<file path="config.mk">
export PLATFORM = sky130hd
export DESIGN_NAME = serial3_mode_control
export DESIGN_NICKNAME = d
export VERILOG_FILES = /design/src/rtl/serial3_pkg.sv /design/src/rtl/serial3_rate_div.sv /design/src/rtl/serial3_mode_control.sv
export SDC_FILE = /design/constraint.sdc
export NUM_CORES = 1
export LEC_CHECK = 0
export ABC_AREA = 1
export BUFFER_PORTS_ARGS = -buffer_cell sky130_fd_sc_hd__buf_2
export CELL_PAD_IN_SITES_DETAIL_PLACEMENT = 0
export CELL_PAD_IN_SITES_GLOBAL_PLACEMENT = 1
export CORE_UTILIZATION = 36
export DETAILED_ROUTE_END_ITERATION = 8
export PLACE_DENSITY_LB_ADDON = 0.25
export SLEW_MARGIN = 20
export SYNTH_ARGS = -nofsm -noshare
export SYNTH_HDL_FRONTEND = slang
export SYNTH_HIERARCHICAL = 1
export SYNTH_SLANG_ARGS = --single-unit
</file>
<file path="constraint.sdc">
create_clock -name core_clk -period 2.1 [get_ports core_clk]
set_clock_uncertainty 0.15 [all_clocks]
set_input_delay 0.105 -clock core_clk [delete_from_list [all_inputs] [get_ports core_clk]]
set_output_delay 0.105 -clock core_clk [all_outputs]
set_load 0.01 [all_outputs]
</file>
<file path="src/rtl/serial3_pkg.sv">
package serial3_pkg;
  localparam int unsigned ADDR_W        = 8;
  localparam int unsigned DATA_W        = 4;
  localparam logic [7:0] CTRL_ADDR      = 8'h1A;
  localparam logic [7:0] ASTAT_ADDR     = 8'h1B;
  localparam logic [7:0] AMODE0_ADDR    = 8'h1C;
  localparam logic [7:0] AMODE1_ADDR    = 8'h1D;
  localparam logic [3:0] CTRL_RESET     = 4'h0;
  localparam logic [3:0] ZERO_NIB       = 4'h0;
  localparam int unsigned RUN_BIT       = 3;
  localparam int unsigned PIN_SEL_BIT   = 2;
  localparam int unsigned SEL_HI_BIT    = 1;
  localparam int unsigned SEL_LO_BIT    = 0;
  localparam int unsigned TX_EN_BIT     = 3;
  localparam int unsigned RX_EN_BIT     = 2;
  localparam logic [1:0] CLK_EXT        = 2'h0;
  localparam logic [1:0] CLK_MID        = 2'h1;
  localparam logic [1:0] CLK_FAST       = 2'h2;
  localparam logic [1:0] CLK_SLOW       = 2'h3;
  localparam int unsigned CORE_HZ       = 100000000;
  localparam int unsigned FAST_HZ       = 375000;
  localparam int unsigned MID_MILLIHZ   = 187500000;
  localparam int unsigned SLOW_MILLIHZ  = 46875000;
  // half periods: each enable pulse toggles the shift clock once
  localparam int unsigned FAST_HALF = CORE_HZ / (2 * FAST_HZ);
  localparam int unsigned MID_HALF  = CORE_HZ / (2 * MID_MILLIHZ / 1000);
  localparam int unsigned SLOW_HALF = CORE_HZ / (2 * SLOW_MILLIHZ / 1000);
  localparam int unsigned DIV_W     = 11;
endpackage

</file>
<file path="src/rtl/serial3_rate_div.sv">
`timescale 1ns/10ps
`default_nettype none
module serial3_rate_div
  import serial3_pkg::*;
#(
  parameter int unsigned FAST_CNT = FAST_HALF,
  parameter int unsigned MID_CNT  = MID_HALF,
  parameter int unsigned SLOW_CNT = SLOW_HALF
) (
  input  wire logic       core_clk,
  input  wire logic       reset,
  input  wire logic       run,
  input  wire logic [1:0] sel,
  output logic            tick
);
  import serial3_pkg::*;
  logic [DIV_W-1:0] cnt_q;
  logic [DIV_W-1:0] limit;
  logic             hit;
  assign limit = (sel == CLK_FAST) ? DIV_W'(FAST_CNT - 1) :
                 (sel == CLK_MID)  ? DIV_W'(MID_CNT - 1)  :
                                     DIV_W'(SLOW_CNT - 1);
  assign hit = (cnt_q >= limit);
  always_ff @(posedge core_clk) begin
    if (reset || !run || sel == CLK_EXT || hit) begin
      cnt_q <= '0;
    end else begin
      cnt_q <= cnt_q + 1'b1;
    end
  end
  always_ff @(posedge core_clk) begin
    if (reset) begin
      tick <= 1'b0;
    end else begin
      tick <= run && (sel != CLK_EXT) && hit;
    end
  end
endmodule
`default_nettype wire

</file>
<file path="src/rtl/serial3_mode_control.sv">
`timescale 1ns/10ps
`default_nettype none
module serial3_mode_control
  import serial3_pkg::*;
(
  input  wire logic              core_clk,
  input  wire logic              reset,
  input  wire logic              clock_stop,
  input  wire logic [ADDR_W-1:0] addr,
  input  wire logic [DATA_W-1:0] wdata,
  input  wire logic              wr,
  input  wire logic              rd,
  output logic      [DATA_W-1:0] rdata,
  input  wire logic              ext_shift_clk,
  input  wire logic              port_b_bit1_direction,
  input  wire logic              port_b_pin1_latch,
  input  wire logic              serial3_shift_data,
  output logic                   serial3_clocked_active,
  output logic                   serial3_shift_clk,
  output logic                   serial3_shift_edge,
  output logic                   serial3_data_out,
  output logic                   serial3_data_out_oe
);
  import serial3_pkg::*;

  logic [3:0] ctrl_q;
  logic [3:0] amode0_q;
  logic [3:0] amode1_q;
  logic       ext_s1_q;
  logic       ext_s2_q;
  logic       ext_s3_q;
  logic       int_clk_q;
  logic       tick;

  wire serial3_clocked_run    = ctrl_q[RUN_BIT];
  wire serial3_out_pin_select = ctrl_q[PIN_SEL_BIT];
  wire serial3_clock_sel_hi   = ctrl_q[SEL_HI_BIT];
  wire serial3_clock_sel_lo   = ctrl_q[SEL_LO_BIT];
  wire [1:0] clk_sel = {serial3_clock_sel_hi, serial3_clock_sel_lo};
  wire serial3_async_tx_enable = amode0_q[TX_EN_BIT];
  wire serial3_async_rx_enable = amode0_q[RX_EN_BIT];

  // three-wire mode is the run bit with both uart enables clear
  wire uart_mode    = serial3_async_tx_enable | serial3_async_rx_enable;
  wire clocked_mode = serial3_clocked_run & ~uart_mode;

  wire wr_ctrl   = wr && (addr == CTRL_ADDR);
  wire wr_amode0 = wr && (addr == AMODE0_ADDR);
  wire wr_amode1 = wr && (addr == AMODE1_ADDR);
  wire clear_all = reset | clock_stop;

  wire [3:0] rd_mux = (addr == CTRL_ADDR)   ? ctrl_q   :
                      (addr == ASTAT_ADDR)  ? ZERO_NIB :
                      (addr == AMODE0_ADDR) ? amode0_q :
                      (addr == AMODE1_ADDR) ? amode1_q : ZERO_NIB;

  always_ff @(posedge core_clk) begin
    if (clear_all) begin
      ctrl_q <= CTRL_RESET;
    end else if (wr_ctrl) begin
      ctrl_q <= wdata;
    end
  end

  always_ff @(posedge core_clk) begin
    if (clear_all) begin
      amode0_q <= ZERO_NIB;
      amode1_q <= ZERO_NIB;
    end else begin
      if (wr_amode0) amode0_q <= wdata;
      if (wr_amode1) amode1_q <= wdata;
    end
  end

  always_ff @(posedge core_clk) begin
    if (reset) begin
      rdata <= ZERO_NIB;
    end else begin
      rdata <= rd ? rd_mux : ZERO_NIB;
    end
  end

  // external shift clock is asynchronous; s1 only feeds s2
  always_ff @(posedge core_clk) begin
    if (reset) begin
      ext_s1_q <= 1'b1;
      ext_s2_q <= 1'b1;
      ext_s3_q <= 1'b1;
    end else begin
      ext_s1_q <= ext_shift_clk;
      ext_s2_q <= ext_s1_q;
      ext_s3_q <= ext_s2_q;
    end
  end

  serial3_rate_div u_div (
    .core_clk (core_clk),
    .reset    (reset),
    .run      (clocked_mode),
    .sel      (clk_sel),
    .tick     (tick)
  );

  wire use_ext  = (clk_sel == CLK_EXT);
  wire ext_fall = ext_s3_q & ~ext_s2_q;
  wire int_fall = tick & int_clk_q;
  wire edge_d   = clocked_mode & (use_ext ? ext_fall : int_fall);

  // idles high so a stopped link shows no spurious edge
  always_ff @(posedge core_clk) begin
    if (reset || !clocked_mode || use_ext) begin
      int_clk_q <= 1'b1;
    end else if (tick) begin
      int_clk_q <= ~int_clk_q;
    end
  end

  // pin select counts only in three-wire mode; the output enable needs pin set up too
  wire pin_is_data = clocked_mode & serial3_out_pin_select;
  wire pin_ready   = port_b_bit1_direction & port_b_pin1_latch;

  always_ff @(posedge core_clk) begin
    if (clear_all) begin
      serial3_clocked_active <= 1'b0;
      serial3_shift_clk      <= 1'b1;
      serial3_shift_edge     <= 1'b0;
      serial3_data_out       <= 1'b1;
      serial3_data_out_oe    <= 1'b0;
    end else begin
      serial3_clocked_active <= clocked_mode;
      serial3_shift_clk      <= use_ext ? ext_s2_q : int_clk_q;
      serial3_shift_edge     <= edge_d;
      serial3_data_out       <= pin_is_data ? serial3_shift_data : 1'b1;
      serial3_data_out_oe    <= pin_is_data & pin_ready;
    end
  end

  run_clears_a: assert property (@(posedge core_clk) disable iff (reset)
    clock_stop |=> (ctrl_q == CTRL_RESET))
    else $error("control register not cleared by clock stop");
  write_ctrl_a: assert property (@(posedge core_clk) disable iff (reset)
    (wr_ctrl && !clock_stop) |=> (ctrl_q == $past(wdata)))
    else $error("control register write lost");
  read_back_a: assert property (@(posedge core_clk) disable iff (reset)
    (rd && addr == CTRL_ADDR) |=> (rdata == $past(ctrl_q)))
    else $error("control register read mismatch");
  wait_no_edge_a: assert property (@(posedge core_clk) disable iff (reset)
    !clocked_mode |=> !serial3_shift_edge)
    else $error("shift edge while stopped");
  uart_blocks_a: assert property (@(posedge core_clk) disable iff (reset)
    uart_mode |=> !serial3_clocked_active)
    else $error("clocked mode active with uart enabled");
  pin_ignored_a: assert property (@(posedge core_clk) disable iff (reset)
    !clocked_mode |=> !serial3_data_out_oe)
    else $error("data out driven outside three-wire mode");
  pin_setup_a: assert property (@(posedge core_clk) disable iff (reset)
    (pin_is_data && pin_ready && !clock_stop) |=> serial3_data_out_oe)
    else $error("data out not enabled when routed");
  ext_edge_a: assert property (@(posedge core_clk) disable iff (reset)
    (clocked_mode && use_ext && ext_fall && !clock_stop)
      |=> serial3_shift_edge)
    else $error("external clock edge missed");
  int_rate_a: assert property (@(posedge core_clk) disable iff (reset)
    (tick && clocked_mode && !use_ext) |=> !tick [*3])
    else $error("internal divider too fast");
  async_regs_a: assert property (@(posedge core_clk) disable iff (reset)
    (wr_amode1 && !clock_stop) |=> (amode1_q == $past(wdata)))
    else $error("async mode register write lost");

  ext_run_c:  cover property (@(posedge core_clk)
    clocked_mode && use_ext && serial3_shift_edge);
  fast_run_c: cover property (@(posedge core_clk)
    clocked_mode && clk_sel == CLK_FAST && serial3_shift_edge);
  pin_data_c: cover property (@(posedge core_clk) serial3_data_out_oe);
  stop_c:     cover property (@(posedge core_clk)
    serial3_clocked_active ##1 clock_stop);
endmodule
`default_nettype wire

</file>
* Yosys cells after proc, flatten, opt, wreduce, memory -nomap -nowiden
Cells that the tools add are included.
** Word-level totals
- Flip-flop bits (word level) :: 37
- Bits of input ports :: 21
** Operators by class
- Add/sub/neg operators :: 1
- Order comparisons :: 1
- Equality and inequality tests :: 6
- Mux-type cells :: 8
- Bitwise gates (word level) :: 14
- Reduce and logical (&&, ||, !) cells :: 13
** Operators with widths (number)
- == test 8 x 5 -> 1 bit, second input constant :: 4
- two-way mux 11 bit :: 2
- two-way mux 4 bit :: 4
- adder 11 x 1 -> 11 bit, second input constant :: 1
- greater-or-equal comparator 11 bit :: 1
- bitwise AND 1 bit :: 7
- logical AND 1 bit :: 5
- inverter 1 bit :: 5
- OR reduction 2 bit :: 2
- logical OR 1 bit :: 3
- == test 2 x 1 -> 1 bit, second input constant :: 1
- == test 2 bit, second input constant :: 1
- zero test 2 bit :: 1
- two-way mux 1 bit :: 2
- OR 1 bit :: 2
- nonzero test 2 bit :: 1
- zero test 1 bit :: 1

* Depth between registers and ports, before layout
Gate-level depths: netlist of run 1.
- Depth in word-level cells :: 7
- Mapped depth :: 12
- Gate-level depth less buffers :: 11

* Modules after synthesis
Netlist of run 1, hierarchy kept.
** Modules (own cells, without submodules)
- serial3_mode_control :: times used 1, cells an instance 158, area an instance 1101.1 um2
- serial3_rate_div :: times used 1, cells an instance 121, area an instance 820.8 um2

* Worst setup path before layout of run 1
OpenSTA, ideal clock, no wires.
- Path type :: register -> register
- Start point :: register ctrl_q[0]
- End point :: register u_div.cnt_q[4]
- Setup time :: 0.064 ns
- Arrival time :: 1.773 ns
- Data required time :: 1.886 ns
- Slack :: 0.113 ns
- Stages on the path, launching flop included :: 11
- Path buffers :: 1
- Clock period less this slack :: 1.987 ns
- Cells stage by stage :: dfxtp_1 > inv_1 > ha_1 > ha_1 > or2_2 > nand2_1 > nand2_1 > inv_1 > nand3_2 > buf_6 > nor2_1
** Between the ends
- Cells in the longest elaborated chain, start to end :: 5
- Elaborated cells on any way between the ends :: 8
- Classes of those cells :: order compare (1); eq/ne (2); mux (2); reduce/logical (3)
** Ends and longest elaborated chain
- from (decl) :: RTL line serial3_mode_control.sv:26 : logic [3:0] ctrl_q;
- from (signal assigned) :: RTL line serial3_mode_control.sv:61 : ctrl_q <= wdata;
- == test 2 x 1 -> 1 bit :: RTL line serial3_rate_div.sv:21 : (sel == CLK_MID) ? DIV_W'(MID_CNT - 1) :
- two-way mux 11 bit :: RTL line serial3_rate_div.sv:21
- two-way mux 11 bit :: RTL line serial3_rate_div.sv:20 : assign limit = (sel == CLK_FAST) ? DIV_W'(FAST_CNT - 1) :
- greater-or-equal comparator 11 bit :: RTL line serial3_rate_div.sv:23 : assign hit = (cnt_q >= limit);
- logical OR 1 bit (*) :: RTL line serial3_rate_div.sv:25 : if (reset || !run || sel == CLK_EXT || hit) begin
- to (signal assigned) :: RTL line serial3_rate_div.sv:28 : cnt_q <= cnt_q + 1'b1;
- to (decl) :: RTL line serial3_rate_div.sv:17 : logic [DIV_W-1:0] cnt_q;
Every way passes the cells marked *; elsewhere a longest branch is shown, timed or not.
A chain may end at the register's enable or synchronous reset.

* Final worst setup path of run 1
Same ends and word-level chain as after synthesis.

==> impl_metrics.py, run 1 <==
metrics = {
    "timing": {
        "tightest_slew_ns": 0.794,
        "setup_viol": 0,
        "timing.fmax_mhz": 504,
        "fin_ws_ns": 0.116,
        "min_period_ns": 1.98,
        "slew-limit-headroom_pct": 46.9,
        "fin_crit_sh_pct": 94.5,
        "hold_violations": 0,
        "slew_viol_final": 0,
    },
    "worst_setup_path": {
        "crit_type": "reg2reg",
        "crit_slowest_cell": "dfxtp_1",
        "crit_arrival_ns": 2.02,
        "crit_buf_inv": 1,
        "max_stage_delay_ns": 0.33,
        "cp_top_family": "simple AND/OR/NAND/NOR gates",
        "crit_path_start_kind": "flop",
        "cp_max_fo": 6,
        "endpoint_kind": "flop",
        "worstPathCellList": "inv_1 > ha_1 > ha_1 > nand2_1 > nor2_1 > nand2_1 > nor2_1 > nand2_1 > nand3_4 > nor2_2",
        "cp.required_ns": 2.13,
        "cpMostUsedCell": "nand2_1",
    },
    "detailed_routing": {
        "dr.pass1.iters": 4,
        "viasPerCell": 4.16,
        "dr_total_vias": 1659,
        "routedWlPerCell_um": 10.1,
        "drt_iter0_markers": 74,
        "drtAntennaViolNets": 0,
        "wirelength_um": 4040,
        "drcViolationCount": 0,
    },
    "logic_synthesis": {
        "synth_cell_types": 25,
        "synth_top_cell_by_area": "dfxtp_1",
        "synth_top_cell_area_share_pct": 38.5,
        "yosysWarnings": 6,
        "syn_area_per_cell_um2": 6.89,
        "synth_nets": 309,
        "synth_edf_count": 0,
        "synth_commonest_cells": "nand2_1, nor2_1, inv_1",
        "synthFlopType": "dfxtp_1",
        "synth_area_um2": 1920,
        "ys_top_cells_by_area": "dfxtp_1, nand2_1, nor2_1",
        "ys_async_sr_fraction_pct": 0,
        "yosysMostFrequentCell": "nand2_1",
        "netlist_instances": 279,
        "synth_seq_cells": 37,
        "seq_area_frac_synth_pct": 38.5,
    },
    "floorplan": {
        "ios": 30,
        "start_util_pct": 37.4,
        "dieArea_um2": 5630,
        "rows": 26,
        "fp.dieW_um": 75.1,
        "die-height_um": 75.1,
        "core_um2": 5140,
    },
    "placed_design": {
        "portBuffers": 29,
        "gp_congestion": 0.732,
        "pre_cts_slack_ns": 0.00465,
        "dp_hpwl_um": 2890,
    },
    "clock_network": {
        "cts-root-buf": "clkbuf_8",
        "clock_path_buffers": 2,
        "numCtsBuffers": 5,
        "h-tree-depth": 2,
        "cts_tree": "built",
        "cts_sinks": 37,
        "clkLatencyLatePin_ns": 0.29,
        "post_cts_buffers": 0,
        "cts.clk_slew.worst_paths_ns": 0.08,
    },
    "run_status": {
        "status": "completed",
    },
    "global_routing": {
        "grt_usage_pct": 16.2,
        "grt_pass1_wl_um": 6890,
        "antenna_found_initial": 0,
        "first_global_vias": 1546,
        "grt_max_degree": 16,
        "grt-ovfl-total": 0,
    },
    "min_path": {
        "hold_class": "in2reg",
    },
    "pwr": {
        "total_power_mw": 1.51,
        "p_per_area_nw_per_um2": 616,
        "ir_worst_vdd_uv": 244,
        "leakagePower_nw": 1.15,
    },
    "layout": {
        "syn_to_final_growth_pct": 27.7,
        "diodes": 0,
        "drive_gt1_share_pct": 21.6,
        "fin_nets": 358,
        "utilization_pct": 47.8,
    },
    "run": {
        "maxCapViolations": 0,
    },
}
-- cells in the final DEF (no fill, tap or decap) --
cell | Yosys | final
nand2_1 | 69 | 69
inv_1 | 45 | 44
nor2_1 | 48 | 42
dfxtp_1 | 37 | 36
buf_2 | 0 | 29
nand3_1 | 27 | 27
dlygate4sd3_1 | 0 | 12
nor2_2 | 5 | 11
ha_1 | 9 | 8
xor2_1 | 7 | 7
or2_2 | 5 | 5
clkbuf_8 | 0 | 5
nor3_1 | 4 | 4
nand3_2 | 4 | 3
inv_2 | 2 | 3
buf_4 | 1 | 3
nor2_4 | 2 | 2
a21oi_1 | 2 | 2
o21ai_0 | 2 | 2
bufinv_16 | 0 | 2
nand3_4 | 0 | 2
or2_4 | 1 | 1
nand2_2 | 1 | 1
or2_1 | 1 | 1
clkinv_2 | 0 | 1
dfxtp_2 | 0 | 1
nor3b_1 | 1 | 1
nor3_2 | 1 | 1
xnor2_1 | 1 | 1
nand4_1 | 1 | 1
a21boi_0 | 1 | 1
ha_4 | 0 | 1
-- report_power, final --
group / switching [mW] / leakage [nW] / internal [mW]
Clock: 0.267 / 0.0681 / 0.472
Combinational: 0.0322 / 0.784 / 0.0361
Sequential: 0.00105 / 0.299 / 0.704
-- final cells by class --
cell class,instances,area (um^2)
fillers,544,2690
multi-input cells,193,1030
flip-flops and latches,37,742
repair buffers,44,288
inverters,47,176
well taps,70,87.6
clock buffers,5,68.8
clock inverters,3,65.1
-- layer usage --
metal  vias to the layer above  global-route usage, %  share of wire (%)
li1                        941                      -                  -
met1                       690                   23.1                 54
met2                        22                   23.6                 42
met3                         6                   3.61                2.4
met4                         0                   6.29                1.6
met5                         -                      0                  0
-- worst reg2reg max path, delay by kind of cell, from the launching register on --
| family | cells | cell delay, ns |
|---|---|---|
| buffers and inverters | 1 | 0.07 |
| and+or+nand+nor | 7 | 0.68 |
| DFF | 1 | 0.33 |
| adders and majority gates | 2 | 0.64 |
-- flip-flops by register name, indices dropped and copies added (netlist names), 4 cells and up --
name         flops
amode0_q         4
u_div/cnt_q     11
ctrl_q           4
amode1_q         4
rdata            4
-- logic make-up (layout without fill, tap and decap cells) --
group | after synthesis | in the layout | share of synthesized area, %
DFF | 37 | 37 | 38.5
and+or+nand+nor | 170 | 171 | 39.8
xor gates and xnor gates | 8 | 8 | 3.65
buffers and inverters | 50 | 99 | 10.7
AOI/OAI and AO/OA | 5 | 5 | 1.43
adders and majority gates | 9 | 9 | 5.86
-- path summary, 6_finish.rpt --
kind                            startpoint              to  cells after the start  slack [ns]
worst max-delay path             ctrl_q[0]  u_div/cnt_q[4]                     10        0.12
worst min-delay path                    wr     amode1_q[2]                      4        0.11
worst max register to register   ctrl_q[0]  u_div/cnt_q[4]                     10        0.12
worst min register to register    ext_s1_q        ext_s2_q                      1        0.28
-- what timing repair did --
action,4_1_cts,5_1_grt
gates cloned,0,1
hold buffers,12,0
endpoints found under the hold margin,22,0
pin swaps,0,2
resized for setup,1,10
setup endpoints to repair,4,11
-- stage by stage --
step | hold WS (ns) | area, um^2 | setup TNS, ns | instances
after CTS | 0.104 | 2410 | 0 | 398
after floorplan | 0.0548 | 1920 | 0 | 279
after detailed placement | 0.141 | 2150 | 0 | 378
after global routing | 0.144 | 2450 | -0.00163 | 399
final | 0.108 | 2450 | 0 | 399
after global placement | 0.140 | 2150 | 0 | 378
Power figures use the tool's default switching activity.
==> inputs of run 2 (changes only) <==
CELL_PAD_IN_SITES_DETAIL_PLACEMENT = 1   (was 0)
CELL_PAD_IN_SITES_GLOBAL_PLACEMENT = 2   (was 1)
CORE_UTILIZATION = 28   (was 36)
==> run 2 against run 1 <==
The run now ends with design-rule violations left. Setup slack lost 0.024 ns. First-iteration DRC count shrank 41%. Utilization shrank 10 points. Routed wire length grew 14%. Via count grew 7.4%. Highest routed layer unchanged.
==> impl_metrics.py, run 2 (synthesis results as in run 1) <==
metrics = {
    "clock_network": {
        "cts-root-buf": "clkbuf_8",
        "numCtsBuffers": 5,
        "cts.clk_slew.worst_paths_ns": 0.08,
        "h-tree-depth": 2,
        "cts_sinks": 37,
        "clkLatencyLatePin_ns": 0.29,
        "cts_tree": "built",
        "clock_path_buffers": 2,
    },
    "worst_setup_path": {
        "crit_buf_inv": 2,
        "cp_top_family": "simple AND/OR/NAND/NOR gates",
        "cp_max_fo": 6,
        "crit_arrival_ns": 2.08,
        "endpoint_kind": "flop",
        "r2r_cells": 9,
        "crit_slowest_cell": "ha_1",
        "crit_type": "reg2reg",
        "cpMostUsedCell": "nand2_1",
        "max_stage_delay_ns": 0.35,
        "crit_path_start_kind": "flop",
        "r2r_slack_ns": 0.09,
        "r2r-end": "u_div/cnt_q[8]",
        "cp.required_ns": 2.17,
        "worstPathCellList": "inv_1 > ha_1 > ha_4 > or2_2 > nand2_1 > nand2_1 > inv_2 > nand3_4 > nor2_1",
        "reg2reg_from": "ctrl_q[0]",
    },
    "floorplan": {
        "rows": 29,
        "dieArea_um2": 7200,
        "ios": 30,
        "die-height_um": 84.8,
        "fp.dieW_um": 84.8,
        "start_util_pct": 29.6,
        "core_um2": 6490,
    },
    "timing": {
        "tightest_slew_ns": 0.803,
        "setup_viol": 0,
        "hold_violations": 0,
        "fin_setup_tns_ns": 0,
        "hold_ws_ns": 0.00890,
        "slew-limit-headroom_pct": 46.3,
        "fin_ws_ns": 0.0923,
        "slew_viol_final": 0,
        "fin_crit_sh_pct": 95.6,
        "min_period_ns": 2.01,
        "timing.fmax_mhz": 498,
    },
    "min_path": {
        "min_to": "rdata[2]",
        "hp-start": "rd",
        "hold_class": "in2reg",
        "min_path_cells": 5,
    },
    "layout": {
        "fin_nets": 357,
        "largest_reg_flops": 11,
        "fillCellCount": 844,
        "final_area_um2": 2430,
        "top_register": "u_div/cnt_q",
        "instances_no_fill": 405,
        "layout_commonest_cell": "nand2_1",
        "drive_gt1_share_pct": 21.0,
        "utilization_pct": 37.4,
        "final_cell_mix": "nand2_1, inv_1, nor2_1",
        "diodes": 0,
        "syn_to_final_growth_pct": 26.5,
    },
    "placed_design": {
        "place_area_um2": 2160,
        "dp.cells": 385,
        "pre_cts_slack_ns": -0.0230,
        "portBuffers": 29,
        "gp_congestion": 0.726,
        "dp_hpwl_um": 3480,
    },
    "detailed_routing": {
        "drcViolationCount": 3,
        "viasPerCell": 4.40,
        "routedWlPerCell_um": 11.3,
        "wirelength_um": 4580,
        "drt_iter0_markers": 44,
        "drtAntennaViolNets": 0,
        "dr.pass1.iters": 7,
        "dr_total_vias": 1781,
    },
    "global_routing": {
        "grt_pass1_wl_um": 7810,
        "grt_usage_pct": 13.7,
        "first_global_vias": 1674,
        "antenna_found_initial": 0,
        "grt-ovfl-total": 0,
        "grt_max_degree": 16,
    },
    "pwr": {
        "p_per_area_nw_per_um2": 580,
        "total_power_mw": 1.41,
        "ir_worst_vdd_uv": 258,
        "leakagePower_nw": 1.13,
    },
    "run_status": {
        "status": "complete, but fails checks",
        "failed_checks": "design-rule violations",
    },
    "run": {
        "maxCapViolations": 0,
    },
}
[run 2: worst reg2reg max path, stage by stage (launching register included)]
cell and delay (ns):
dfxtp_1 0.33, inv_1 0.07, ha_1 0.35, ha_4 0.24, or2_2 0.29, nand2_1 0.06, nand2_1 0.06, inv_2 0.10
nand3_4 0.14, nor2_1 0.15
[run 2: how the worst max path moves through the flow]
stage	start	endpoint	slack [ns]	depth (start not counted)
after floorplan	ctrl_q[0]	u_div/cnt_q[4]	0.11	10
after global placement	ctrl_q[0]	u_div/cnt_q[8]	0.03	9
after detailed placement	ctrl_q[0]	u_div/cnt_q[8]	-0.02	9
after CTS	ctrl_q[0]	u_div/cnt_q[8]	0.03	9
after global routing	ctrl_q[0]	u_div/cnt_q[8]	-0.01	9
final	ctrl_q[0]	u_div/cnt_q[8]	0.09	9
[run 2: timing repair]
item | in CTS | in global routing
hold buffers | 11 | 0
buffers inserted | 0 | 0
gates resized for setup | 1 | 8
pin swaps | 0 | 2
hold endpoints to repair | 20 | 0
gates cloned | 0 | 1
setup endpoints to repair | 11 | 11
[run 2: layout make-up]
| type | count | area (um^2) | area share [%] |
|---|---|---|---|
| clock buffers | 5 | 68.8 | 2.83 |
| clock inverters | 3 | 46.3 | 1.90 |
| inverters | 47 | 176 | 7.26 |
| multi-input cells | 193 | 1020 | 42.2 |
| flip-flops and latches | 37 | 741 | 30.5 |
| well taps | 77 | 96.3 | 3.96 |
| repair buffers | 43 | 278 | 11.4 |
[run 2: report_power, final]
part	internal (mW)	switching (mW)	leakage [nW]	total, mW
clock	0.356	0.280	0.0543	0.636
sequential	0.704	0.00109	0.299	0.705
combinational	0.0349	0.0333	0.781	0.0682
total	1.09	0.315	1.13	1.41
[run 2: metal layers]
metal,GRT usage (%),wire (um),up-vias
li1,-,-,946
met1,19.0,2450,808
met2,21.4,1970,22
met3,2.92,114,5
met4,4.16,56,0
met5,0,0,-
